===== config.mk =====
export PLATFORM = sky130hd
export DESIGN_NAME = dct_top
export DESIGN_NICKNAME = d
export VERILOG_FILES = /design/src/dct_pkg.sv /design/src/dct_bank_timer.sv /design/src/dct_top.sv
export SDC_FILE = /design/constraint.sdc
export NUM_CORES = 1
export LEC_CHECK = 0
export BUFFER_PORTS_ARGS = -buffer_cell sky130_fd_sc_hd__buf_2
export CORE_MARGIN = 2
export CORE_UTILIZATION = 42
export DETAILED_ROUTE_END_ITERATION = 7
export MAX_ROUTING_LAYER = met4
export SLEW_MARGIN = 20
export SYNTH_ARGS = -nofsm -noshare
export SYNTH_HDL_FRONTEND = slang
export SYNTH_HIERARCHICAL = 1
export SYNTH_SLANG_ARGS = --single-unit
export TNS_END_PERCENT = 10

===== constraint.sdc =====
create_clock -name clk -period 3.7 [get_ports clk]
set_clock_uncertainty 0.15 [all_clocks]
set_input_delay 0.185 -clock clk [delete_from_list [all_inputs] [get_ports clk]]
set_output_delay 0.185 -clock clk [all_outputs]
set_load 0.005 [all_outputs]

===== src/dct_pkg.sv =====
/*
 * dct_pkg: shared constants, types and register map for the memory-side
 * command timing block.
 * Assumes a single 40 MHz clock and an AHB-Lite register bus of 32 bits.
 */
`default_nettype none
package dct_pkg;
   // ------------------------------------------------------------------
   // clock and timing
   // ------------------------------------------------------------------
   localparam int CLK_PERIOD_PS = 25000;
   localparam int PRECHARGE_PERIOD_PS = 15000;
   localparam int PRECHARGE_PERIOD_CYC = (PRECHARGE_PERIOD_PS + CLK_PERIOD_PS - 1) / CLK_PERIOD_PS;
   localparam int TERM_ON_DELAY_CYC = 2;
   localparam int ACTIVE_PD_FAST_EXIT_CYC = 2;
   localparam int ACTIVE_PD_SLOW_EXIT_BASE_CYC = 6;
   localparam int PRECHARGE_PD_EXIT_CYC = 2;
   localparam int SELFREFRESH_EXIT_READ_CYC = 200;

   // ------------------------------------------------------------------
   // register map
   // ------------------------------------------------------------------
   localparam logic [7:0] REG_CTRL_OFS = 8'h00;
   localparam logic [7:0] REG_STATUS_OFS = 8'h04;
   localparam logic [7:0] REG_MODE_OFS = 8'h08;
   localparam int CTRL_TERM_EN_BIT = 0;
   localparam logic [31:0] CTRL_RESET = 32'h0000_0001;
   // mode register fields as carried on the address pins
   localparam int MR_WR_LSB = 9;
   localparam int MR_SLOW_EXIT_BIT = 12;
   localparam int EMR_AL_LSB = 3;
   localparam int PRECHARGE_ALL_BIT = 10;
   localparam int NUM_BANKS = 4;

   // ------------------------------------------------------------------
   // types
   // ------------------------------------------------------------------
   typedef struct packed {
      logic cke;
      logic odt;
      logic cs_n;
      logic ras_n;
      logic cas_n;
      logic we_n;
      logic [1:0] ba;
      logic [13:0] addr;
   } dct_pins_t;

   typedef enum logic [4:0] {
      PS_ACTIVE = 5'b00001,
      PS_PD_PRE = 5'b00010,
      PS_PD_ACT = 5'b00100,
      PS_SELFREF = 5'b01000,
      PS_EXIT = 5'b10000
   } dct_pstate_t;
endpackage : dct_pkg
`default_nettype wire


===== src/dct_bank_timer.sv =====
/*
 * dct_bank_timer: down-counter that holds one bank busy for a loaded
 * number of cycles and pulses done when it runs out.
 * Assumes load is a one-cycle pulse from logic on the same clock.
 */
`default_nettype none
module dct_bank_timer
   import dct_pkg::*;
#(
   parameter int W = 8
)
(
   input wire logic clk,
   input wire logic srst,
   input wire logic load,
   input wire logic [W-1:0] load_val,
   output logic busy,
   output logic done
);
   logic [W-1:0] cnt_r;
   logic [W-1:0] cnt_nxt;
   logic done_r;
   logic done_nxt;

   // ------------------------------------------------------------------
   // count down; a reload restarts the wait
   // ------------------------------------------------------------------
   always_comb
   begin
      cnt_nxt = cnt_r;
      done_nxt = 1'b0;
      if (load)
      begin
         cnt_nxt = load_val;
      end
      else if (cnt_r != '0)
      begin
         cnt_nxt = cnt_r - 1'b1;
         done_nxt = (cnt_r == W'(1));
      end
   end

   always_ff @(posedge clk)
   begin
      if (srst)
      begin
         cnt_r <= '0;
         done_r <= 1'b0;
      end
      else
      begin
         cnt_r <= cnt_nxt;
         done_r <= done_nxt;
      end
   end

   assign busy = (cnt_r != '0);
   assign done = done_r;
endmodule // dct_bank_timer
`default_nettype wire


===== src/dct_top.sv =====
/*
 * dct_top: memory-side command tracking for a four-bank DDR2 device:
 * mode capture, bank state, auto-precharge write delay, power-down exit
 * read gating and termination on/off timing, with an AHB-Lite slave.
 * Assumes pins arrive asynchronously and the controller keeps its own
 * command spacing; this block only reports what it sees.
 */
// Our own choices: the address map and the AHB-Lite register port.
`default_nettype none
module dct_top
   import dct_pkg::*;
#(
   parameter int TIMER_W = 8
)
(
   input wire logic clk,
   input wire logic srst,
   input wire dct_pins_t pins,
   output logic term_en,
   output logic read_allowed,
   output logic [NUM_BANKS-1:0] bank_open,
   input wire logic hsel,
   input wire logic [31:0] haddr,
   input wire logic [1:0] htrans,
   input wire logic hwrite,
   input wire logic [2:0] hsize,
   input wire logic [31:0] hwdata,
   input wire logic hready,
   output logic hreadyout,
   output logic hresp,
   output logic [31:0] hrdata
);
   // ------------------------------------------------------------------
   // pin synchroniser: stage one feeds stage two only
   // ------------------------------------------------------------------
   // idle pin levels: deselected, clock enable high, no termination request,
   // so the termination path sees no false request right after reset
   localparam dct_pins_t PINS_IDLE = '{cke: 1'b1, cs_n: 1'b1, ras_n: 1'b1,
      cas_n: 1'b1, we_n: 1'b1, default: '0};
   dct_pins_t sync1_r;
   dct_pins_t sync2_r;
   always_ff @(posedge clk)
   begin
      if (srst)
      begin
         sync1_r <= PINS_IDLE;
         sync2_r <= PINS_IDLE;
      end
      else
      begin
         sync1_r <= pins;
         sync2_r <= sync1_r;
      end
   end

   // ------------------------------------------------------------------
   // command decode on the synchronised pins
   // ------------------------------------------------------------------
   logic sel;
   logic cmd_mrs;
   logic cmd_ref;
   logic cmd_pre;
   logic cmd_act;
   logic cmd_wr;
   logic cmd_rd;
   logic cke_prev_r;
   logic cke_rise;
   logic cke_fall;
   assign sel = ~sync2_r.cs_n & cke_prev_r;
   assign cmd_mrs = sel & ~sync2_r.ras_n & ~sync2_r.cas_n & ~sync2_r.we_n;
   assign cmd_ref = sel & ~sync2_r.ras_n & ~sync2_r.cas_n & sync2_r.we_n;
   assign cmd_pre = sel & ~sync2_r.ras_n & sync2_r.cas_n & ~sync2_r.we_n;
   assign cmd_act = sel & ~sync2_r.ras_n & sync2_r.cas_n & sync2_r.we_n;
   assign cmd_wr = sel & sync2_r.ras_n & ~sync2_r.cas_n & ~sync2_r.we_n;
   assign cmd_rd = sel & sync2_r.ras_n & ~sync2_r.cas_n & sync2_r.we_n;
   assign cke_rise = sync2_r.cke & ~cke_prev_r;
   assign cke_fall = ~sync2_r.cke & cke_prev_r;

   // ------------------------------------------------------------------
   // mode capture: write recovery, exit speed, additive latency
   // ------------------------------------------------------------------
   logic [2:0] mr_wr_r;
   logic [2:0] mr_wr_nxt;
   logic mr_slow_r;
   logic mr_slow_nxt;
   logic [2:0] emr_al_r;
   logic [2:0] emr_al_nxt;
   always_comb
   begin
      mr_wr_nxt = mr_wr_r;
      mr_slow_nxt = mr_slow_r;
      emr_al_nxt = emr_al_r;
      if (cmd_mrs && sync2_r.ba == 2'h0)
      begin
         mr_wr_nxt = sync2_r.addr[MR_WR_LSB +: 3];
         mr_slow_nxt = sync2_r.addr[MR_SLOW_EXIT_BIT];
      end
      if (cmd_mrs && sync2_r.ba == 2'h1)
      begin
         emr_al_nxt = sync2_r.addr[EMR_AL_LSB +: 3];
      end
   end

   always_ff @(posedge clk)
   begin
      if (srst)
      begin
         mr_wr_r <= 3'h0;
         mr_slow_r <= 1'b0;
         emr_al_r <= 3'h0;
         cke_prev_r <= 1'b1;
      end
      else
      begin
         mr_wr_r <= mr_wr_nxt;
         mr_slow_r <= mr_slow_nxt;
         emr_al_r <= emr_al_nxt;
         cke_prev_r <= sync2_r.cke;
      end
   end

   // ------------------------------------------------------------------
   // bank state; write with auto-precharge closes after the write delay
   // ------------------------------------------------------------------
   logic [TIMER_W-1:0] autoprecharge_write_delay_cyc;
   logic [NUM_BANKS-1:0] open_r;
   logic [NUM_BANKS-1:0] open_nxt;
   logic [NUM_BANKS-1:0] tmr_load;
   logic [NUM_BANKS-1:0] tmr_busy;
   logic [NUM_BANKS-1:0] tmr_done;
   // write recovery field holds count minus one
   assign autoprecharge_write_delay_cyc = TIMER_W'(mr_wr_r) + TIMER_W'(1) + TIMER_W'(PRECHARGE_PERIOD_CYC);

   genvar gb;
   generate
      for (gb = 0; gb < NUM_BANKS; gb++)
      begin : g_bank
         logic hit;
         assign hit = (sync2_r.ba == 2'(gb));
         assign tmr_load[gb] = cmd_wr & hit & sync2_r.addr[PRECHARGE_ALL_BIT];
         always_comb
         begin
            open_nxt[gb] = open_r[gb];
            if (cmd_act && hit)
            begin
               open_nxt[gb] = 1'b1;
            end
            if (cmd_pre && (hit || sync2_r.addr[PRECHARGE_ALL_BIT]))
            begin
               open_nxt[gb] = 1'b0;
            end
            if (cmd_rd && hit && sync2_r.addr[PRECHARGE_ALL_BIT])
            begin
               open_nxt[gb] = 1'b0;
            end
            if (tmr_done[gb])
            begin
               open_nxt[gb] = 1'b0;
            end
         end
         dct_bank_timer #(.W(TIMER_W)) u_tmr (
            .clk(clk),
            .srst(srst),
            .load(tmr_load[gb]),
            .load_val(autoprecharge_write_delay_cyc),
            .busy(tmr_busy[gb]),
            .done(tmr_done[gb])
         );
      end
   endgenerate

   always_ff @(posedge clk)
   begin
      if (srst)
      begin
         open_r <= '0;
      end
      else
      begin
         open_r <= open_nxt;
      end
   end
   assign bank_open = open_r;

   // ------------------------------------------------------------------
   // power state and read gating after an exit
   // ------------------------------------------------------------------
   dct_pstate_t ps_r;
   dct_pstate_t ps_nxt;
   logic [7:0] exit_cnt_r;
   logic [7:0] exit_cnt_nxt;
   logic [7:0] slow_gap;
   // slow exit gap shrinks with additive latency, floored at one clock
   assign slow_gap = (emr_al_r >= 3'(ACTIVE_PD_SLOW_EXIT_BASE_CYC)) ? 8'h01 :
      8'(ACTIVE_PD_SLOW_EXIT_BASE_CYC) - 8'(emr_al_r);
   always_comb
   begin
      ps_nxt = ps_r;
      exit_cnt_nxt = exit_cnt_r;
      unique case (ps_r)
         PS_ACTIVE:
         begin
            if (cke_fall)
            begin
               if (cmd_ref || (~sync2_r.cs_n & ~sync2_r.ras_n & ~sync2_r.cas_n & sync2_r.we_n))
               begin
                  ps_nxt = PS_SELFREF;
               end
               else if (open_r != '0)
               begin
                  ps_nxt = PS_PD_ACT;
               end
               else
               begin
                  ps_nxt = PS_PD_PRE;
               end
            end
         end
         PS_PD_PRE:
         begin
            if (cke_rise)
            begin
               ps_nxt = PS_EXIT;
               exit_cnt_nxt = 8'(PRECHARGE_PD_EXIT_CYC);
            end
         end
         PS_PD_ACT:
         begin
            if (cke_rise)
            begin
               ps_nxt = PS_EXIT;
               exit_cnt_nxt = mr_slow_r ? slow_gap : 8'(ACTIVE_PD_FAST_EXIT_CYC);
            end
         end
         PS_SELFREF:
         begin
            if (cke_rise)
            begin
               ps_nxt = PS_EXIT;
               exit_cnt_nxt = 8'(SELFREFRESH_EXIT_READ_CYC);
            end
         end
         PS_EXIT:
         begin
            if (exit_cnt_r <= 8'h01)
            begin
               exit_cnt_nxt = 8'h00;
               ps_nxt = PS_ACTIVE;
            end
            else
            begin
               exit_cnt_nxt = exit_cnt_r - 8'h01;
            end
         end
         default:
         begin
            ps_nxt = PS_ACTIVE;
         end
      endcase
   end

   always_ff @(posedge clk)
   begin
      if (srst)
      begin
         ps_r <= PS_ACTIVE;
         exit_cnt_r <= 8'h00;
      end
      else
      begin
         ps_r <= ps_nxt;
         exit_cnt_r <= exit_cnt_nxt;
      end
   end
   assign read_allowed = (ps_r == PS_ACTIVE);

   // ------------------------------------------------------------------
   // termination timing: on at two edges, off half a clock later
   // ------------------------------------------------------------------
   // the falling-edge copy stretches only the off edge by half a clock
   logic [TERM_ON_DELAY_CYC-1:0] odt_pipe_r;
   logic [TERM_ON_DELAY_CYC-1:0] odt_pipe_nxt;
   logic odt_half_r;
   logic [31:0] ctrl_r;
   logic [31:0] ctrl_nxt;
   logic term_ctrl_en;
   logic active_op;
   assign active_op = (ps_r == PS_ACTIVE) || (ps_r == PS_EXIT);
   assign term_ctrl_en = ctrl_r[CTRL_TERM_EN_BIT];
   always_comb
   begin
      odt_pipe_nxt = {odt_pipe_r[TERM_ON_DELAY_CYC-2:0], sync2_r.odt & term_ctrl_en};
   end

   always_ff @(posedge clk)
   begin
      if (srst)
      begin
         odt_pipe_r <= '0;
      end
      else
      begin
         odt_pipe_r <= odt_pipe_nxt;
      end
   end

   always_ff @(negedge clk)
   begin
      if (srst)
      begin
         odt_half_r <= 1'b0;
      end
      else
      begin
         odt_half_r <= odt_pipe_r[TERM_ON_DELAY_CYC-1];
      end
   end
   // in power-down the timing is loose, so follow the control directly
   assign term_en = active_op ? (odt_pipe_r[TERM_ON_DELAY_CYC-1] | odt_half_r) :
      (sync2_r.odt & term_ctrl_en);

   // ------------------------------------------------------------------
   // AHB-Lite slave: zero wait, read data prepared in the address phase
   // ------------------------------------------------------------------
   logic [31:0] rdata_r;
   logic [31:0] rdata_nxt;
   logic wr_pend_r;
   logic wr_pend_nxt;
   logic [7:0] wr_addr_r;
   logic [7:0] wr_addr_nxt;
   logic take;
   assign take = hsel & hready & htrans[1];
   always_comb
   begin
      ctrl_nxt = ctrl_r;
      rdata_nxt = rdata_r;
      wr_pend_nxt = take & hwrite;
      wr_addr_nxt = take ? haddr[7:0] : wr_addr_r;
      if (wr_pend_r && wr_addr_r == REG_CTRL_OFS)
      begin
         ctrl_nxt = {31'h0000_0000, hwdata[CTRL_TERM_EN_BIT]};
      end
      if (take && !hwrite)
      begin
         unique case (haddr[7:0])
            REG_CTRL_OFS: rdata_nxt = ctrl_nxt;
            REG_STATUS_OFS: rdata_nxt = {15'h0000, ps_r, tmr_busy, open_r,
               1'b0, term_en, read_allowed, 1'b0};
            REG_MODE_OFS: rdata_nxt = {24'h00_0000, emr_al_r, mr_slow_r, 1'b0, mr_wr_r};
            default: rdata_nxt = 32'h0000_0000;
         endcase
      end
   end

   always_ff @(posedge clk)
   begin
      if (srst)
      begin
         ctrl_r <= CTRL_RESET;
         rdata_r <= 32'h0000_0000;
         wr_pend_r <= 1'b0;
         wr_addr_r <= 8'h00;
      end
      else
      begin
         ctrl_r <= ctrl_nxt;
         rdata_r <= rdata_nxt;
         wr_pend_r <= wr_pend_nxt;
         wr_addr_r <= wr_addr_nxt;
      end
   end
   assign hreadyout = 1'b1;
   assign hresp = 1'b0;
   assign hrdata = rdata_r;
endmodule // dct_top
`default_nettype wire

Yosys cells after proc, flatten, opt, wreduce, memory -nomap -nowiden
Cells that the tools add are included.
{"block": "classes", "n_reduce_logical": 51, "n_bitwise": 40, "addsub": 8, "n_eq_ne": 20, "magnitude_cmp": 2, "muxes": 24}
{"cell": "$mux 8", "n": 14}
{"cell": "$pmux 32 s3", "n": 1}
{"cell": "$sub 8x1->8 const B", "n": 5}
{"cell": "$eq 8x1->1 const B", "n": 4}
{"cell": "$mux 32", "n": 1}
{"cell": "$pmux 8 s4", "n": 1}
{"cell": "$reduce_bool 8->1", "n": 4}
{"cell": "$and 1x1->1", "n": 29}
{"cell": "$logic_and 1x1->1", "n": 20}
{"cell": "$logic_not 8->1", "n": 2}
{"cell": "$reduce_or 4->1", "n": 4}
{"cell": "$mux 5", "n": 3}
{"cell": "$pmux 5 s3", "n": 1}
{"cell": "$reduce_or 3->1", "n": 5}
{"cell": "$not 1->1", "n": 10}
{"cell": "$eq 8x3->1 const B", "n": 1}
{"cell": "$eq 8x4->1 const B", "n": 1}
{"cell": "$le 8x1->1 const B", "n": 1}
{"cell": "$ne 2x2->1 const B", "n": 4}
{"cell": "$reduce_bool 2->1", "n": 4}
{"cell": "$reduce_bool 4->1", "n": 2}
{"cell": "$logic_or 1x1->1", "n": 6}
{"cell": "$add 4x1->5 const B", "n": 1}
{"cell": "$eq 5x1->1 const B", "n": 1}
{"cell": "other kinds (18)", "n": 20}
{"block": "totals", "elab_cells": 185, "regBits": 179, "out_inout_bits": 40, "inputBits": 96}

Depth between registers and ports, before layout
{"block": "logic_depth", "ltp_word": 9, "ltp_mapped": 7, "mapped_depth_nobuf": 7}

Hierarchy
Netlist, hierarchy kept.
{"mod": "dct_top", "instances": 1, "cells_per_inst": 549, "seq_area_each_um2": 2622.5, "area_each_um2": 5171.2}
{"mod": "dct_bank_timer at g_bank[0].u_tmr ...", "instances": 3, "cells_per_inst": 60, "seq_area_each_um2": 180.2, "area_each_um2": 543.0}
{"mod": "dct_bank_timer at g_bank[2].u_tmr", "instances": 1, "cells_per_inst": 62, "seq_area_each_um2": 180.2, "area_each_um2": 520.5}

==> key figures <==
Power and ir drop
  – Sw frac: 32.4%
  – Comb pwr share: 25.4%
  – Clk pwr share: 33.5%
  – Sequential Power Share: 41.1%
  – Sw Pwr: 0.00173 W
  – Max IR drop VDD: 0.329 mV
  – Leakage: 3.42 nW
  – PD cells: 617 mW/mm²
  – Int Pwr: 0.00363 W

Finish
  – Post-route cell area: 0.00869 mm²
  – Diode count: 0
  – Finished Core Util: 50.6%
  – Fin cells: 1119
  – Area Overhead vs Synth: 18.7%
  – Fillers: 1657
  – Fraction of layout cells with a size suffix above 1: 17.2%
  – NumNets Final: 993

Logic synthesis
  – Post-synthesis sequential area ratio: 45.7%
  – Number of enable flip-flop cells after synthesis: 0
  – Yosys warns: 6
  – Post-synthesis register bit count: 167
  – Yosys top cell by area: dfxtp_1
  – Synth cell types: 74
  – Ys async rst share: 0%
  – Top_reg_cell synth: dfxtp_1
  – Syn_area_per_cell: 9.26 µm²
  – Post-Syn Area: 0.00732 mm²
  – Largest cells by area after synthesis: dfxtp_1, nand2_1, nor2b_1, a21oi_1, ha_1
  – Gate Count Post-Synth: 791
  – Top-area cell type share of the netlist area: 45.7%

Global routing
  – Met1 Usage GRT: 25.5%
  – Most Crowded Layer GR: met2
  – All-Layer GR Usage: 18.5%
  – First-pass GRT wire length: 26200 µm
  – Aggregate global routing overflow: 0
  – Number of global-route vias before repair: 5069
  – Largest net degree at the start of global routing: 137
  – Antenna violations before repair: 0
  – Met3 global-route usage: 4.70%
  – Met2 usage: 26.9%

Clocking
  – Post-CTS Setup Repair Bufs: 0
  – Hold_buf cts: 25
  – Post-cts resize count: 0
  – H-tree depth: 4
  – Total CTS buffers: 17
  – Max Root-Sink Buffers: 2
  – Clk sink count: 167
  – Clock slew at reported path FFs: 0.07 ns
  – TritonCTS clock tree: done
  – CTS Root Cell: clkbuf_16
  – Worst-skew pair later-pin latency: 0.45 ns

Place
  – DPL Wire Length: 10800 µm
  – IO Port Bufs: 67
  – DP Area: 0.00784 mm²
  – Placed insts: 1062
  – Gpl congestion: 0.801

Detailed routing
  – Post-route DRC: 0
  – Routed Wire Length: 16200 µm
  – Final antenna-violating net count: 0
  – Avg WL per Cell: 14.5 µm
  – Vias/cell: 5.05
  – First-pass DRT Iterations: 5
  – Routed vias: 5652
  – Initial DRC count: 393

Floorplanning
  – Site Rows: 48
  – Initial Utilization: 42.6%
  – DIE WIDTH: 136 µm
  – Die area: 0.0185 mm²
  – Die Ht: 136 µm
  – Io pins: 136
  – Area of the core: 0.0172 mm²

Worst setup path
  – CP Depth: 3
  – Crit path max-delay cell type: dfxtp_1
  – Crit Reg-Reg Startpoint: odt_half_r
  – Worst path bufs/invs: 1
  – Critical path capture point type: output pin
  – Reg-to-reg slack, setup: 0.65 ns
  – Req. time, crit path: 3.37 ns
  – WP data arrival: 3.09 ns
  – Setup CP Type: register to output pin
  – CP delay by family, top: flip-flops
  – CP Max Fanout: 2
  – Worst Setup SP: odt_half_r
  – Critical Path Max Stage Delay: 0.29 ns
  – CP Cell Sequence: a211oi_1 > nor2_1 > buf_2
  – R2r endpoint: hrdata[2]
  – Startpoint types: register
  – Worst r2r path cells: 3

Worst hold path
  – HP Start: hready
  – Hold Path Depth: 4
  – Min-delay worst type: input pin to register
  – Hold Path Sink: wr_addr_r[6]

STA
  – Slew @ Worst Pin: 0.867 ns
  – Rel. slew slack: 42.0%
  – Fin. max-slew vios: 0
  – Setup tns final: 0 ns
  – RSZ-0062 raised after global routing: no
  – Final setup violation count: 0
  – Hold Violations, Final: 0

Status
  – Outcome: finished clean

Job
  – Max-cap violation count: 0
-- power groups by stage --
stage	registers, W	logic (W)	clock network, W
floorplan	0.00217	0.00116	0.00000338
global placement	0.00224	0.00133	0.00000338
detailed placement	0.00224	0.00134	0.00000338
CTS	0.00220	0.00137	0.00185
global route	0.00223	0.00152	0.00193
finish	0.00220	0.00136	0.00179
-- kinds of logic (layout without fill, tap and decap cells) --
family | after synthesis | count (layout) | share of synthesized area (%)
DFF | 167 | 167 | 45.7
and+or+nand+nor | 354 | 354 | 28.1
adders and majority gates | 16 | 16 | 2.73
AOI/OAI and AO/OA | 150 | 150 | 14.4
muxes | 15 | 15 | 2.09
other | 2 | 18 | 0.103
xor gates and xnor gates | 23 | 23 | 2.75
buffers and inverters | 64 | 151 | 4.22
-- stage by stage --
step | total power (W) | setup WS [ns] | hold WS (ns)
floorplan | 0.00333 | 0.712 | 0.104
global placement | 0.00358 | 0.687 | 0.222
detailed placement | 0.00359 | 0.678 | 0.219
CTS | 0.00542 | 0.269 | 0.124
global route | 0.00568 | 0.201 | 0.163
finish | 0.00536 | 0.280 | 0.156
-- synth_stat cells (all sizes together) (3+ instances only) --
cell / n
dfxtp: 167
nor4b: 5
nor2b: 39
xnor2: 14
buf: 11
o22ai: 12
a211oi: 20
clkbuf: 34
and2: 33
nand3: 25
and4b: 3
nor2: 52
or3b: 3
a22oi: 4
mux2i: 13
nor3b: 9
nand2: 105
xor2: 9
a22o: 7
or2: 15
nor4: 12
o21ai: 19
nor3: 14
a21oi: 46
or4: 7
inv: 19
o31ai: 4
a222oi: 13
nand2b: 8
nand3b: 11
a32o: 4
or3: 3
ha: 16
and3: 6
-- layout by cell type, fill, tap and decap left out, types with 9 or more instances in the layout --
cell type,n
o22ai_1,9
a222oi_1,13
nand2_1,103
and2_1,31
dlygate4sd3_1,25
dfxtp_1,167
nor3b_1,9
nor3_1,13
clkbuf_16,17
mux2i_1,13
inv_1,19
nand3_1,22
a21oi_1,45
conb_1,18
nor2_1,48
nand3b_1,11
or2_2,15
ha_1,16
a211oi_1,20
nor2b_1,39
xnor2_1,14
xor2_1,9
buf_2,66
o21ai_1,9
o21ai_0,10
-- registers in the layout (all words and copies together), names as in the netlist, 5 cells and up --
register,count
ctrl_r,32
exit_cnt_r,8
g_bank.u_tmr/cnt_r,32
hrdata,32
ps_r,5
sync1_r,15
sync2_r,15
wr_addr_r,8
-- worst max path at each step --
stage,to,slack [ns]
2_1_floorplan,hrdata[2],0.71
4_1_cts,term_en,0.27
3_3_place_gp,hrdata[2],0.69
3_5_place_dp,hrdata[2],0.68
5_1_grt,term_en,0.20
6_report,term_en,0.28
-- layer usage --
metal	up-vias	routed length, µm
li1	2949	-
met2	98	7290
met4	0	179
met1	2592	8100
met3	13	649
met5	-	0
-- worst reg2reg max path, delay by kind of cell, from the launching register on --
family | cells | cell delay [ns]
AND/OR/NAND/NOR | 1 | 0.37
AO/OA/AOI/OAI | 2 | 0.27
flip-flops | 1 | 0.30
-- cell type report --
type / instances / area [µm²] / share of cell area [%]
Timing Repair Buffer: 100 / 661 / 7.60
Inverter: 18 / 67.6 / 0.777
Sequential cell: 167 / 3340 / 38.5
Clock buffer: 17 / 425 / 4.89
Clock inverter: 16 / 183 / 2.10
Tap cell: 225 / 282 / 3.24
Multi-Input combinational cell: 576 / 3730 / 42.9
Power figures use the tool's default switching activity.
